$ cat config.mk
export PLATFORM = sky130hd
export DESIGN_NAME = cocr_regs
export DESIGN_NICKNAME = d
export VERILOG_FILES = /design/src/cocr_pkg.sv /design/src/cocr_regs.sv
export SDC_FILE = /design/constraint.sdc
export NUM_CORES = 1
export LEC_CHECK = 0
export BUFFER_PORTS_ARGS = -buffer_cell sky130_fd_sc_hd__buf_2
export CAP_MARGIN = 20
export CELL_PAD_IN_SITES_DETAIL_PLACEMENT = 1
export CELL_PAD_IN_SITES_GLOBAL_PLACEMENT = 1
export CORE_ASPECT_RATIO = 1.75
export CORE_UTILIZATION = 40
export CTS_CLUSTER_SIZE = 14
export DETAILED_ROUTE_END_ITERATION = 7
export PLACE_DENSITY_LB_ADDON = 0.1
export SYNTH_ARGS = -nofsm -noshare
export SYNTH_HDL_FRONTEND = slang
export SYNTH_SLANG_ARGS = --single-unit
export TNS_END_PERCENT = 100
$ cat constraint.sdc
create_clock -name clk_i -period 3.77 [get_ports clk_i]
set_input_delay 0.754 -clock clk_i [delete_from_list [all_inputs] [get_ports clk_i]]
set_output_delay 0.754 -clock clk_i [all_outputs]
set_load 0.03 [all_outputs]
$ cat src/cocr_pkg.sv
// Package: register map, field layout and carrier types for the output config bank
package cocr_pkg;

    // Printed offsets are not all multiples of four: indices, byte address is 4x
    localparam logic [7:0] IDX_CLOCK_TRAIL = 8'h02;
    localparam logic [7:0] IDX_RAW_POS     = 8'h09;
    localparam logic [7:0] IDX_PORT0_EN    = 8'h13;
    localparam logic [7:0] IDX_PORT1_EN    = 8'h14;
    localparam logic [7:0] IDX_PASS_ROUTE  = 8'h16;
    localparam logic [7:0] IDX_VC_CTRL     = 8'h2E;

    localparam int ADDR_W = 10;
    localparam int DATA_W = 32;

    // Reset values
    localparam logic [7:0] RST_CLOCK_TRAIL = 8'h00;
    localparam logic [7:0] RST_RAW_POS     = 8'h00;
    localparam logic [7:0] RST_PORT0_EN    = 8'h3F;
    localparam logic [7:0] RST_PORT1_EN    = 8'h00;
    localparam logic [7:0] RST_PASS_ROUTE  = 8'h02;
    localparam logic [7:0] RST_VC_CTRL     = 8'h00;

    // Writable masks: reserved bits stay zero
    localparam logic [7:0] MSK_CLOCK_TRAIL = 8'h8F;
    localparam logic [7:0] MSK_RAW_POS     = 8'h10;
    localparam logic [7:0] MSK_PORT_EN     = 8'hBF;
    localparam logic [7:0] MSK_PASS_ROUTE  = 8'h06;
    localparam logic [7:0] MSK_VC_CTRL     = 8'hC0;

    // Field positions
    localparam int BIT_TRAIL_OVERRIDE = 7;
    localparam int BIT_RAW_MSB        = 4;
    localparam int BIT_REG_CTRL       = 7;
    localparam int BIT_PASS_TO_PIN3   = 2;
    localparam int BIT_PASS_TO_PIN0   = 1;
    localparam int BIT_PASS_STATE     = 0;
    localparam int VC_LSB             = 6;
    localparam int LANES_W            = 6;

    // Bus answer for unmapped reads
    localparam logic [31:0] UNMAPPED_RDATA = 32'h0000_0000;

    typedef struct packed {
        logic [7:0] clock_trail;
        logic [7:0] raw_pos;
        logic [7:0] port0_en;
        logic [7:0] port1_en;
        logic [7:0] pass_route;
        logic [7:0] vc_ctrl;
    } cocr_regs_s;

    typedef struct packed {
        logic       trail_override;
        logic [3:0] trail_value;
        logic       raw_msb;
        logic [5:0] output_port0_lanes;
        logic       port0_reg_ctrl;
        logic [5:0] output_port1_lanes;
        logic       port1_reg_ctrl;
        logic       pass_to_pin3;
        logic       pass_to_pin0;
        logic [1:0] virtual_channel_select;
    } cocr_cfg_s;

    typedef struct packed {
        cocr_regs_s  regs;
        logic        rd_pend;
        logic [31:0] rdata;
        logic        pass_meta;
        logic        pass_sync;
        logic [3:0]  trail_eff;
        cocr_cfg_s   cfg;
        logic        gpio0_out;
        logic        gpio0_oe_n;
        logic        gpio3_out;
        logic        gpio3_oe_n;
    } cocr_state_s;

endpackage

$ cat src/cocr_regs.sv
// Output configuration register bank with Avalon-MM slave
`timescale 1ns/1ps
`default_nettype none

// Notes on behaviour
// - Override bit set: programmed 4-bit trail value is used as trail timing.
// - Override clear (reset): automatic trail value used, programmed value ignored.
// - RAW placement bit 4: zero puts RAW on LSBs, one on MSBs.
// - Port 0 lane field resets to all ones; 3F enables, 00 disables.
// - Port 1 lane field resets to zero; 3F enables, 00 disables.
// - Routing bit 2 set drives PASS onto general pin 3; resets zero.
// - Routing bit 1 set drives PASS onto general pin 0; resets one.
// - Routing bit 0 reads back the live PASS indicator.
// - Bits 7-6 of channel register pick virtual channel 0 to 3.
module cocr_regs (
    input  wire logic                         clk_i,
    input  wire logic                         rst_n_i,
    input  wire logic [cocr_pkg::ADDR_W-1:0]  avs_address_i,
    input  wire logic                         avs_read_i,
    input  wire logic                         avs_write_i,
    input  wire logic [cocr_pkg::DATA_W-1:0]  avs_writedata_i,
    input  wire logic [3:0]                   avs_byteenable_i,
    output var  logic [cocr_pkg::DATA_W-1:0]  avs_readdata_o,
    output var  logic                         avs_waitrequest_o,
    input  wire logic                         pass_i,
    input  wire logic [3:0]                   auto_trail_i,
    output var  logic [3:0]                   trail_value_o,
    output var  cocr_pkg::cocr_cfg_s          cfg_o,
    output var  logic                         gpio0_o,
    output var  logic                         gpio0_oe_n_o,
    output var  logic                         gpio3_o,
    output var  logic                         gpio3_oe_n_o
);

    cocr_pkg::cocr_state_s state_r;
    cocr_pkg::cocr_state_s state_nxt;

    logic       word_ok;
    logic [7:0] idx;
    logic [7:0] wbyte;
    logic       wen;

    ////////////////////////////////////////////////////////////////////////
    // Address decode: only aligned words, low byte lane carries data
    assign word_ok = (avs_address_i[1:0] == 2'h0);
    assign idx     = avs_address_i[9:2];
    assign wbyte   = avs_writedata_i[7:0];
    // Writes land on the first edge; byte lane 0 must be enabled
    assign wen     = avs_write_i & word_ok & avs_byteenable_i[0];

    ////////////////////////////////////////////////////////////////////////
    // Next-state logic for the whole bank
    always_comb begin
        state_nxt = state_r;

        // Two-flop synchroniser on the asynchronous PASS indicator
        state_nxt.pass_meta = pass_i;
        state_nxt.pass_sync = state_r.pass_meta;

        // Register writes; unlisted offsets are dropped silently
        if (wen) begin
            case (idx)
                cocr_pkg::IDX_CLOCK_TRAIL: begin
                    state_nxt.regs.clock_trail = wbyte & cocr_pkg::MSK_CLOCK_TRAIL;
                end
                cocr_pkg::IDX_RAW_POS: begin
                    state_nxt.regs.raw_pos = wbyte & cocr_pkg::MSK_RAW_POS;
                end
                cocr_pkg::IDX_PORT0_EN: begin
                    state_nxt.regs.port0_en = wbyte & cocr_pkg::MSK_PORT_EN;
                end
                cocr_pkg::IDX_PORT1_EN: begin
                    state_nxt.regs.port1_en = wbyte & cocr_pkg::MSK_PORT_EN;
                end
                cocr_pkg::IDX_PASS_ROUTE: begin
                    // Status bit 0 is not stored: it always mirrors PASS
                    state_nxt.regs.pass_route = wbyte & cocr_pkg::MSK_PASS_ROUTE;
                end
                cocr_pkg::IDX_VC_CTRL: begin
                    state_nxt.regs.vc_ctrl = wbyte & cocr_pkg::MSK_VC_CTRL;
                end
                default: begin
                    state_nxt.regs = state_r.regs; // Reserved offsets untouched
                end
            endcase
        end

        // Reads take one wait cycle so readdata comes from a flop
        state_nxt.rd_pend = avs_read_i & ~state_r.rd_pend;
        state_nxt.rdata   = cocr_pkg::UNMAPPED_RDATA;
        if (avs_read_i & ~state_r.rd_pend & word_ok) begin
            case (idx)
                cocr_pkg::IDX_CLOCK_TRAIL: state_nxt.rdata[7:0] = state_r.regs.clock_trail;
                cocr_pkg::IDX_RAW_POS:     state_nxt.rdata[7:0] = state_r.regs.raw_pos;
                cocr_pkg::IDX_PORT0_EN:    state_nxt.rdata[7:0] = state_r.regs.port0_en;
                cocr_pkg::IDX_PORT1_EN:    state_nxt.rdata[7:0] = state_r.regs.port1_en;
                cocr_pkg::IDX_PASS_ROUTE: begin
                    state_nxt.rdata[7:0] = state_r.regs.pass_route;
                    state_nxt.rdata[cocr_pkg::BIT_PASS_STATE] = state_r.pass_sync;
                end
                cocr_pkg::IDX_VC_CTRL:     state_nxt.rdata[7:0] = state_r.regs.vc_ctrl;
                default:                   state_nxt.rdata = cocr_pkg::UNMAPPED_RDATA;
            endcase
        end else if (state_r.rd_pend) begin
            state_nxt.rdata = state_r.rdata;
        end

        // Trail timing: override picks the programmed value, else automatic
        if (state_r.regs.clock_trail[cocr_pkg::BIT_TRAIL_OVERRIDE]) begin
            state_nxt.trail_eff = state_r.regs.clock_trail[3:0];
        end else begin
            state_nxt.trail_eff = auto_trail_i;
        end

        // Decoded configuration for the output datapath
        state_nxt.cfg.trail_override = state_r.regs.clock_trail[cocr_pkg::BIT_TRAIL_OVERRIDE];
        state_nxt.cfg.trail_value    = state_r.regs.clock_trail[3:0];
        state_nxt.cfg.raw_msb        = state_r.regs.raw_pos[cocr_pkg::BIT_RAW_MSB];
        state_nxt.cfg.output_port0_lanes = state_r.regs.port0_en[cocr_pkg::LANES_W-1:0];
        state_nxt.cfg.port0_reg_ctrl = state_r.regs.port0_en[cocr_pkg::BIT_REG_CTRL];
        state_nxt.cfg.output_port1_lanes = state_r.regs.port1_en[cocr_pkg::LANES_W-1:0];
        state_nxt.cfg.port1_reg_ctrl = state_r.regs.port1_en[cocr_pkg::BIT_REG_CTRL];
        state_nxt.cfg.pass_to_pin3   = state_r.regs.pass_route[cocr_pkg::BIT_PASS_TO_PIN3];
        state_nxt.cfg.pass_to_pin0   = state_r.regs.pass_route[cocr_pkg::BIT_PASS_TO_PIN0];
        state_nxt.cfg.virtual_channel_select = state_r.regs.vc_ctrl[7:cocr_pkg::VC_LSB];

        // PASS routing onto general pins; enable low while driving
        state_nxt.gpio3_out  = state_r.regs.pass_route[cocr_pkg::BIT_PASS_TO_PIN3]
                               & state_r.pass_sync;
        state_nxt.gpio3_oe_n = ~state_r.regs.pass_route[cocr_pkg::BIT_PASS_TO_PIN3];
        state_nxt.gpio0_out  = state_r.regs.pass_route[cocr_pkg::BIT_PASS_TO_PIN0]
                               & state_r.pass_sync;
        state_nxt.gpio0_oe_n = ~state_r.regs.pass_route[cocr_pkg::BIT_PASS_TO_PIN0];
    end

    ////////////////////////////////////////////////////////////////////////
    // State register; decoded outputs trail the bank by one cycle
    always_ff @(posedge clk_i or negedge rst_n_i) begin
        if (!rst_n_i) begin
            state_r                  <= '0;
            state_r.regs.clock_trail <= cocr_pkg::RST_CLOCK_TRAIL;
            state_r.regs.raw_pos     <= cocr_pkg::RST_RAW_POS;
            state_r.regs.port0_en    <= cocr_pkg::RST_PORT0_EN;
            state_r.regs.port1_en    <= cocr_pkg::RST_PORT1_EN;
            state_r.regs.pass_route  <= cocr_pkg::RST_PASS_ROUTE;
            state_r.regs.vc_ctrl     <= cocr_pkg::RST_VC_CTRL;
            state_r.cfg.output_port0_lanes <= 6'h3F;
            state_r.cfg.pass_to_pin0 <= 1'b1;
            state_r.gpio0_oe_n       <= 1'b0;
            state_r.gpio3_oe_n       <= 1'b1;
        end else begin
            state_r <= state_nxt;
        end
    end

    ////////////////////////////////////////////////////////////////////////
    // Outputs straight from flops, except waitrequest, which is gated by avs_read_i; it is high until the read answers
    assign avs_readdata_o    = state_r.rdata;
    assign avs_waitrequest_o = avs_read_i & ~state_r.rd_pend;
    assign trail_value_o     = state_r.trail_eff;
    assign cfg_o             = state_r.cfg;
    assign gpio0_o           = state_r.gpio0_out;
    assign gpio0_oe_n_o      = state_r.gpio0_oe_n;
    assign gpio3_o           = state_r.gpio3_out;
    assign gpio3_oe_n_o      = state_r.gpio3_oe_n;

endmodule

`default_nettype wire

### Word level (Yosys, flattened, before mapping)

Index checks and enable logic that the tools add are counted.

* equal/unequal tests: 7
* mux-type cells: 4
* bitwise gates (word level): 9
* reductions and logical operators: 7

Operators by type and width (number)
* 2-to-1 mux 32 bit: 2
* case mux 8 bit (6 select lines): 1
* == test 8 x 5 -> 1 bit, second input constant: 3
* AND reduction 2 bit: 6
* == test 8 x 2 -> 1 bit, second input constant: 1
* == test 8 x 4 -> 1 bit, second input constant: 1
* == test 8 x 6 -> 1 bit, second input constant: 1
* bitwise AND 1 bit: 6
* 2-to-1 mux 4 bit: 1
* NOT 1 bit: 3
* logical NOT 2 bit: 1
* != test 2 x 1 -> 1 bit, second input constant: 1

* register bits after elaboration: 91
* output and inout port bits: 65
* logic and storage cells: 52

### Longest topological paths before layout

Gate-level depths: netlist of run 1.

* depth in word-level cells: 4
* mapped depth: 5
* gate-level depth less buffers: 4

### Worst setup path before layout of run 1

No wires, ideal clock.

* path type: input to output
* from: input avs_read_i
* to: output avs_waitrequest_o
* data arrival time: 1235 ps
* data required time: 3016 ps
* setup slack: 1781 ps
* stages: 1
* buffers on the path: 0
* path through: nor2b_1

* longest elaborated chain between the ends: 1

RTL lines
* start: declaration: line cocr_regs.sv:19 `input wire logic avs_read_i,`
* bitwise AND 1 bit: line cocr_regs.sv:159 `assign avs_waitrequest_o = avs_read_i & ~state_r.rd_pend;`
* end: declaration: line cocr_regs.sv:24 `output var logic avs_waitrequest_o,`

Every way passes these cells.

### Worst setup path after layout of run 1

* from: register state_r[66] (netlist name)
* to: output avs_waitrequest_o

* longest elaborated chain between the ends: 2

RTL lines
* start: declaration: line cocr_regs.sv:35 `cocr_pkg::cocr_state_s state_r;`
* start signal: assignment: line cocr_regs.sv:152 `state_r <= state_nxt;`
* NOT 1 bit: line cocr_regs.sv:159
* bitwise AND 1 bit: line cocr_regs.sv:159

Every way passes these cells.

==> results.sh, run 1 <==
export IMPL_worstMarginPinSlew_ns=0.5543
export IMPL_yosysTopAreaCell="dfrtp_1"
export IMPL_intPower_w=0.001321
export IMPL_slew_limit_headroom_pct=63.04
export IMPL_maxCapViolCount=0
export IMPL_grt_max_degree=45
export IMPL_hp_class="reg -> reg"
export IMPL_die_area_sq_um=7791
export IMPL_fmax_ghz=0.4947
export IMPL_dp_cells=327
export IMPL_coreArea_sq_um=7182
export IMPL_hold_depth=0
export IMPL_syn_area_sq_um=2972
export IMPL_clockBufferDepth=2
export IMPL_dp_slack_ns=1.507
export IMPL_yosysMostFrequentCell="buf_4"
export IMPL_r2r_start="state_r[66]$_DFF_PN0_"
export IMPL_setup_viol=0
export IMPL_rsz0062_at_grt="no"
export IMPL_vias_per_cell=4.781
export IMPL_holdPathEnd="state_r[32]$_DFF_PN0_"
export IMPL_path_clk_slew_ns=0.05
export IMPL_synth_top_area_share_pct=43.79
export IMPL_leakagePower_nw=1.746
export IMPL_ios=120
export IMPL_grt_overflow=0
export IMPL_syn_instance_count=211
export IMPL_numCtsBuffers=9
export IMPL_combinationalPowerShare_pct=6.1
export IMPL_grt_pass1_wl_mm=9.018
export IMPL_synthTopCellsByArea="dfrtp_1, buf_4, dfstp_2, mux2_2, mux2_4"
export IMPL_clk_latency_ns=0.33
export IMPL_antenna_found_initial=0
export IMPL_powerDensity_nw_per_um2=502.1
export IMPL_crit_path_end_kind="output pin"
export IMPL_vias=1640
export IMPL_r2r_cells=4
export IMPL_place_congestion=0.7730
export IMPL_finalHoldViolCount=0
export IMPL_dr_pass1_iters=6
export IMPL_p_clk_share_pct=50.2
export IMPL_critPathLaunchType="register"
export IMPL_track_usage_pct=16.79
export IMPL_critPathMaxFanout=10
export IMPL_swShare_pct=21.69
export IMPL_antennaDiodeCount=0
export IMPL_ant_nets=0
export IMPL_period_share_pct=53.62
export IMPL_worstPathRequired_ns=3.02
export IMPL_ctsHoldBuffers=0
export IMPL_cts_tree="built"
export IMPL_ys_flop_type="dfrtp_1"
export IMPL_ys_ff_latch=67
export IMPL_synth_edf_count=0
export IMPL_syn2layout_area_growth_pct=13.09
export IMPL_p_switching_w=0.0003660
export IMPL_die_w_um=67.16
export IMPL_final_cells=343
export IMPL_post_route_min_period_ns=2.021
export IMPL_synthArstFlopShare_pct=100.0
export IMPL_clock_sinks=67
export IMPL_drtIter0Drc=84
export IMPL_ir_drop_uv=258.3
export IMPL_total_power_w=0.001687
export IMPL_p_seq_share_pct=43.7
export IMPL_die_y_um=116.0
export IMPL_cts_root_buf="clkbuf_16"
export IMPL_drt_wl_total_mm=5.752
export IMPL_fin_skew_ns=0.002104
export IMPL_min_from="state_nxt[32]$_DFF_PN0_"
export IMPL_nets=307
export IMPL_r2r_end="avs_readdata_o[7]$_DFFE_PN0P_"
export IMPL_postCtsSetupRepairBufs=0
export IMPL_status="complete, no violations"
export IMPL_dpl_hpwl_mm=4.228
export IMPL_syn_mean_instance_area_sq_um=14.08
export IMPL_cts_resized=0
export IMPL_htree_num_levels=3
export IMPL_yosys_cell_types_count=33
export IMPL_path_class="reg -> out"
export IMPL_tns_ns=0
export IMPL_report_final_slew_viol_count=0
export IMPL_timing_final_ws_setup_ns=1.749
export IMPL_wl_per_cell_um=16.77
export IMPL_ys_seq_area_share_pct=57.05
export IMPL_crit_arrival_ns=1.27
export IMPL_drc_errors=0
export IMPL_ys_top_cells_by_count="buf_4, dfrtp_1, mux2_2"
export IMPL_initial_utilization_pct=41.38
export IMPL_grt_pass1_vias=1695
export IMPL_drive_above_1_share_pct=52.53
export IMPL_reg2reg_slack_ns=2.05
export IMPL_rows=41
export IMPL_port_buffers=68
export IMPL_yosys_warnings=0
[kinds of logic (layout without fill, tap and decap cells)]
group / Yosys count / in the layout / synth area share (%)
other cells: 1 / 24 / 0.1262
compound gates: 25 / 25 / 6.232
flops: 67 / 67 / 57.05
mux: 28 / 28 / 11.75
simple gates: 26 / 26 / 9.095
buf+inv: 64 / 87 / 15.75
[state kept, by name, summed over array words and instances (netlist names)]
register,count
gpio0_o,1
gpio3_oe_n_o,1
avs_readdata_o,8
trail_value_o,4
gpio0_oe_n_o,1
state_nxt,25
cfg_o,24
state_r,2
gpio3_o,1
[layout by cell type, fill, tap and decap left out, drive strengths merged, types with 2 or more instances in the layout]
cell type	n
a32o	2
and4bb	2
dfstp	15
a22o	2
inv	2
clkbuf	15
o21ai	3
nor2b	2
and2	5
nand2	7
conb	24
nor4	2
a21o	5
o22ai	3
a22oi	9
nor4b	3
mux2	28
buf	69
dfrtp	52
[per-stage QoR]
step / cell area [sq um] / util [%] / hold WS [ns]
after CTS: 3361 / 46.79 / 0.3473
final: 3361 / 46.79 / 0.3446
after floorplan: 3058 / - / 0.3312
after global routing: 3361 / 46.79 / 0.3579
after global placement: 3053 / 42.51 / 0.3323
after detailed placement: 3053 / 42.51 / 0.3358
[per-layer routing]
layer,GRT usage (%),share of wire (%),vias up,wire [um]
li1,-,-,732,-
met3,4.331,5.2,13,301
met1,18.33,36,830,2086
met5,0,0,-,0
met2,28.40,56,65,3205
met4,10.07,2.8,0,159
[worst max-delay path by stage]
| stage | startpoint | to | slack, ns | depth (start not counted) |
|---|---|---|---|---|
| 2_1_floorplan | avs_read_i | avs_waitrequest_o | 1.78 | 1 |
| 3_3_place_gp | avs_address_i[2] | state_nxt[4]$_DFFE_PN0P_ | 1.52 | 5 |
| 3_5_place_dp | avs_address_i[2] | state_nxt[5]$_DFFE_PN0P_ | 1.51 | 5 |
| 4_1_cts | state_r[66]$_DFF_PN0_ | avs_waitrequest_o | 1.71 | 2 |
| 5_1_grt | state_r[66]$_DFF_PN0_ | avs_waitrequest_o | 1.70 | 2 |
| 6_report | state_r[66]$_DFF_PN0_ | avs_waitrequest_o | 1.75 | 2 |
[layout make-up]
cell class	instances	area, sq um
fillers	772	3821
flip-flops and latches	67	1695
multi-input cells	103	894.6
repair buffers	69	347.8
clock buffers	15	277.8
well taps	86	107.6
clock inverters	1	30.03
inverters	2	7.507
[power by group through the flow]
stage	registers [W]	clock network [W]	logic (W)
finish	0.000737	0.000848	0.000103
CTS	0.000737	0.000865	0.000105
detailed placement	0.000748	0	0.000105
floorplan	0.000745	0	0.0000847
global route	0.000737	0.000898	0.000113
global placement	0.000748	0	0.000104
[worst max-delay path: stages, from the launching register on]
cell     delay [ns]
dfrtp_1        0.52
nor2b_1        0.20
buf_2          0.22
Power figures use the tool's default switching activity.
==> run 2, diff against run 1 <==
- CORE_UTILIZATION: 40 -> 37
- clock period: 3.77 -> 1.9 ns (I/O delays scaled with it)
==> run 2 against run 1 <==
Against the previous run:
- hold slack got worse by 0.28 ns
- critical path depth unchanged
- combinational power increased by 110%
- final cell count increased by 2.6%
- critical path type unchanged
- sequential power increased by 98%
- first-iteration DRC count decreased by 25%
- power increased by 96%
==> results.sh, run 2 (synthesis gave the netlist of run 1 again) <==
export IMPL_critPathLaunchType="register"
export IMPL_most_common_layout_cells="buf_2, dfrtp_1, conb_1, mux2_2, dfstp_2"
export IMPL_grt_overflow=0
export IMPL_timing_hold_ws_ns=0.06191
export IMPL_grt_max_degree=68
export IMPL_track_usage_pct=15.47
export IMPL_finalHoldViolCount=0
export IMPL_ios=120
export IMPL_p_seq_share_pct=44.3
export IMPL_final_cells=352
export IMPL_clk_latency_ns=0.33
export IMPL_dp_cells=337
export IMPL_wl_per_cell_um=16.85
export IMPL_dr_pass1_iters=4
export IMPL_path_class="reg -> out"
export IMPL_reg2reg_slack_ns=0.40
export IMPL_p_switching_w=0.0007192
export IMPL_cpPeakStageDelay_ns=0.52
export IMPL_drtIter0Drc=63
export IMPL_die_area_sq_um=8408
export IMPL_antenna_found_initial=0
export IMPL_r2r_start="state_r[66]$_DFF_PN0_"
export IMPL_drc_errors=0
export IMPL_dpl_hpwl_mm=4.394
export IMPL_tns_ns=0
export IMPL_r2r_cells=4
export IMPL_critPathSlowestCell="dfrtp_1"
export IMPL_setup_viol=0
export IMPL_crit_arrival_ns=1.28
export IMPL_ctsHoldBuffers=0
export IMPL_ant_nets=0
export IMPL_port_buffers=68
export IMPL_intPower_w=0.002582
export IMPL_r2r_end="avs_readdata_o[7]$_DFFE_PN0P_"
export IMPL_place_congestion=0.7027
export IMPL_grt_pass1_wl_mm=9.466
export IMPL_htree_num_levels=3
export IMPL_vias=1656
export IMPL_fmax_ghz=0.6028
export IMPL_p_clk_share_pct=49.2
export IMPL_coreArea_sq_um=7672
export IMPL_postCtsSetupRepairBufs=0
export IMPL_leakagePower_nw=1.789
export IMPL_cts_resized=0
export IMPL_combinationalPowerShare_pct=6.5
export IMPL_antennaDiodeCount=0
export IMPL_nets=315
export IMPL_drt_wl_total_mm=5.931
export IMPL_crit_path_end_kind="output pin"
export IMPL_path_clk_slew_ns=0.05
export IMPL_maxCapViolCount=0
export IMPL_status="complete, no violations"
export IMPL_swShare_pct=21.78
export IMPL_post_route_min_period_ns=1.659
export IMPL_drive_above_1_share_pct=54.17
export IMPL_die_w_um=69.75
export IMPL_report_final_slew_viol_count=0
export IMPL_numCtsBuffers=9
export IMPL_final_common_cell="buf_2"
export IMPL_fin_skew_ns=0.009264
export IMPL_rsz0062_at_grt="no"
export IMPL_cts_tree="built"
export IMPL_vias_per_cell=4.705
export IMPL_grt_pass1_vias=1758
export IMPL_cts_root_buf="clkbuf_16"
export IMPL_syn2layout_area_growth_pct=15.20
export IMPL_worstPathRequired_ns=1.52
export IMPL_clock_sinks=67
export IMPL_hp_class="in -> async"
export IMPL_powerDensity_nw_per_um2=964.5
export IMPL_period_share_pct=87.32
export IMPL_critPathMaxFanout=10
export IMPL_largest_reg_flops=25
export IMPL_clockBufferDepth=2
export IMPL_ir_drop_uv=476.8
export IMPL_die_y_um=120.6
export IMPL_worstPathCellList="nor2b_1 > buf_2"
export IMPL_rows=42
export IMPL_initial_utilization_pct=38.73
[run 2: changes by cell type in the layout (fill, tap and decap cells not counted)]
cell / before / now
buf_4: 1 / 8
clkbuf_1: 3 / 2
clkinv_2: 0 / 1
clkbuf_8: 3 / 2
buf_12: 0 / 1
[run 2: power groups by stage]
stage	registers, W	logic, W	clock network (W)
final	0.00146	0.000214	0.00163
after global routing	0.00146	0.000231	0.00172
after CTS	0.00146	0.000218	0.00167
after detailed placement	0.00149	0.000218	0
after global placement	0.00148	0.000215	0
after floorplan	0.00148	0.000168	0
[run 2: per-layer routing]
layer | wire length, um | part of all wire [%] | up-vias | track usage, %
met5 | 0 | 0 | - | 0
met4 | 143 | 2.4 | 0 | 8.250
met3 | 291 | 4.9 | 11 | 3.833
met2 | 3342 | 56 | 54 | 28.03
met1 | 2153 | 36 | 842 | 16.25
li1 | - | - | 749 | -
[run 2: critical path, delay by kind of cell (launching register included)]
kind	cells	cell delay (ns)
simple gates	1	0.22
buf+inv	1	0.22
flops	1	0.52
[run 2: final cells by class]
type	instances	area (sq um)
multi-input combinational	103	894.6
sequential	67	1695
clock buffer	13	260.3
tap	88	110.1
fill	824	4249
timing repair buffer	77	420.4
clock inverter	2	35.03
inverter	2	7.507
[run 2: worst max path at each step]
stage	startpoint	end	slack, ns
after floorplan	avs_address_i[2]	state_nxt[4]$_DFFE_PN0P_	0.37
after global placement	avs_address_i[2]	state_nxt[4]$_DFFE_PN0P_	0.13
after detailed placement	avs_address_i[9]	state_nxt[15]$_DFFE_PN0P_	0.12
after CTS	state_r[66]$_DFF_PN0_	avs_waitrequest_o	0.22
after global routing	state_r[66]$_DFF_PN0_	avs_waitrequest_o	0.15
final	state_r[66]$_DFF_PN0_	avs_waitrequest_o	0.24
[run 2: metrics by stage]
step	power (W)	setup slack [ns]	util, %	area (sq um)
after global routing	0.003417	0.1536	44.62	3423
after CTS	0.003348	0.2194	44.62	3423
after detailed placement	0.001703	0.1206	40.77	3128
final	0.003302	0.2409	44.62	3423
after floorplan	0.001646	0.3666	-	3058
after global placement	0.001700	0.1304	40.77	3128
==> run 3, diff against run 2 <==
- CORE_MARGIN: unset -> 2
- GPL_TIMING_DRIVEN: unset -> 0
==> run 3 against run 2 <==
Against the previous run:
- sequential power about the same
- first-iteration DRC count increased by 1.6%
- sequential share of layout area decreased by 5.0 points
- hold slack improved by 0.081 ns
- via count increased by 9.8%
- final area increased by 11%
- highest routed layer unchanged
- critical endpoint is now avs_readdata_o[7]$_DFFE_PN0P_
- combinational power increased by 22%
- largest power group unchanged
==> results.sh, run 3 (synthesis gave the netlist of run 1 again) <==
export IMPL_track_usage_pct=15.15
export IMPL_port_buffers=68
export IMPL_dpl_hpwl_mm=4.543
export IMPL_maxCapViolCount=0
export IMPL_htree_num_levels=3
export IMPL_dp_slack_ns=0.05005
export IMPL_powerDensity_nw_per_um2=881.4
export IMPL_vias_per_cell=4.456
export IMPL_critPathMaxFanout=10
export IMPL_rows=43
export IMPL_tns_ns=0
export IMPL_critPathLaunchType="register"
export IMPL_p_switching_w=0.0007728
export IMPL_clk_latency_ns=0.33
export IMPL_drive_above_1_share_pct=62.26
export IMPL_setup_viol=0
export IMPL_reg2reg_slack_ns=0.17
export IMPL_path_class="reg -> reg"
export IMPL_ctsHoldBuffers=0
export IMPL_status="complete, no violations"
export IMPL_r2r_cells=5
export IMPL_ant_nets=0
export IMPL_hp_class="in -> async"
export IMPL_coreArea_sq_um=7855
export IMPL_r2r_start="state_r[66]$_DFF_PN0_"
export IMPL_drc_errors=0
export IMPL_dr_pass1_iters=5
export IMPL_swShare_pct=23.02
export IMPL_most_common_layout_cells="buf_2, buf_4, dfrtp_1, conb_1, mux2_2"
export IMPL_fmax_ghz=0.5793
export IMPL_worstPathRequired_ns=2.18
export IMPL_crit_arrival_ns=2.00
export IMPL_clockBufferDepth=2
export IMPL_wl_per_cell_um=15.12
export IMPL_timing_hold_ws_ns=0.1425
export IMPL_syn2layout_area_growth_pct=28.17
export IMPL_antenna_found_initial=0
export IMPL_report_final_slew_viol_count=0
export IMPL_drt_wl_total_mm=6.170
export IMPL_period_share_pct=90.86
export IMPL_fin_skew_ns=0.003775
export IMPL_numCtsBuffers=9
export IMPL_vias=1818
export IMPL_grt_overflow=0
export IMPL_nets=368
export IMPL_cts_root_buf="clkbuf_16"
export IMPL_grt_pass1_vias=1801
export IMPL_clock_sinks=67
export IMPL_die_w_um=71.75
export IMPL_drtIter0Drc=64
export IMPL_cts_resized=0
export IMPL_timing_final_ws_setup_ns=0.1737
export IMPL_worstMarginPinSlew_ns=0.8233
export IMPL_rsz0062_at_grt="no"
export IMPL_die_area_sq_um=8792
export IMPL_path_clk_slew_ns=0.06
export IMPL_combinationalPowerShare_pct=7.8
export IMPL_die_y_um=122.6
export IMPL_slew_limit_headroom_pct=45.11
export IMPL_p_seq_share_pct=43.4
export IMPL_final_common_cell="buf_2"
export IMPL_p_clk_share_pct=48.8
export IMPL_crit_path_end_kind="register"
export IMPL_leakagePower_nw=2.072
export IMPL_initial_utilization_pct=37.83
export IMPL_grt_pass1_wl_mm=9.480
export IMPL_finalHoldViolCount=0
export IMPL_cts_tree="built"
export IMPL_post_route_min_period_ns=1.726
export IMPL_postCtsSetupRepairBufs=0
export IMPL_antennaDiodeCount=0
export IMPL_intPower_w=0.002584
export IMPL_place_congestion=0.7522
export IMPL_ir_drop_uv=639.9
export IMPL_r2r_end="avs_readdata_o[7]$_DFFE_PN0P_"
export IMPL_ios=120
export IMPL_grt_max_degree=68
export IMPL_largest_reg_flops=25
-- run 3: cell count changes in the layout (fill, tap and decap cells not counted), sizes merged --
cell | previous run | this run
clkinv | 1 | 3
buf | 77 | 130
clkbuf | 13 | 11
clkinvlp | 0 | 1
-- run 3: area by class of cell --
class	count	area [sq um]
fillers	838	4046
flip-flops and latches	67	1695
multi-input cells	103	894.6
plain buffers	62	460.4
repair buffers	68	342.8
clock buffers	11	242.7
well taps	90	112.6
clock inverters	5	52.55
inverters	2	7.507
-- run 3: per-stage QoR --
stage	instances	total power (W)	cell area, sq um	util [%]
finish	408	0.003357	3809	48.49
global route	408	0.003475	3809	48.49
CTS	408	0.003397	3809	48.49
detailed placement	392	0.001744	3513	44.73
global placement	392	0.001740	3511	44.70
floorplan	234	0.001646	3058	-
-- run 3: worst max path at each step --
stage                     startpoint  slack, ns                             to  cells past startpoint
6_report       state_r[66]$_DFF_PN0_       0.17  avs_readdata_o[7]$_DFFE_PN0P_                      5
5_1_grt        state_r[66]$_DFF_PN0_       0.03  avs_readdata_o[7]$_DFFE_PN0P_                      5
4_1_cts        state_r[66]$_DFF_PN0_       0.16  avs_readdata_o[7]$_DFFE_PN0P_                      5
3_5_place_dp        avs_address_i[2]       0.05       state_nxt[5]$_DFFE_PN0P_                      5
3_3_place_gp        avs_address_i[2]       0.04       state_nxt[5]$_DFFE_PN0P_                      5
2_1_floorplan       avs_address_i[2]       0.37       state_nxt[4]$_DFFE_PN0P_                      4
-- run 3: power by group through the flow --
| stage | Sequential (W) | Combinational [W] | Clock [W] |
|---|---|---|---|
| 2_1_floorplan | 0.00148 | 0.000168 | 0 |
| 3_3_place_gp | 0.00148 | 0.000260 | 0 |
| 3_5_place_dp | 0.00148 | 0.000264 | 0 |
| 4_1_cts | 0.00146 | 0.000263 | 0.00168 |
| 5_1_grt | 0.00146 | 0.000282 | 0.00174 |
| 6_report | 0.00146 | 0.000261 | 0.00164 |
-- run 3: worst max-delay path, stage by stage (launching register included) --
cell and delay, ns:
dfrtp_1 0.35, buf_2 0.20, nor4b_4 0.53, nand2_1 0.27, o21ai_0 0.22, a21o_1 0.10
-- run 3: layer usage --
metal,vias up,GRT usage (%),part of all wire (%)
met5,-,0,0
met3,11,5.665,5.2
met2,53,25.81,56
met1,895,16.60,37
met4,0,6.722,2.1
li1,859,-,-
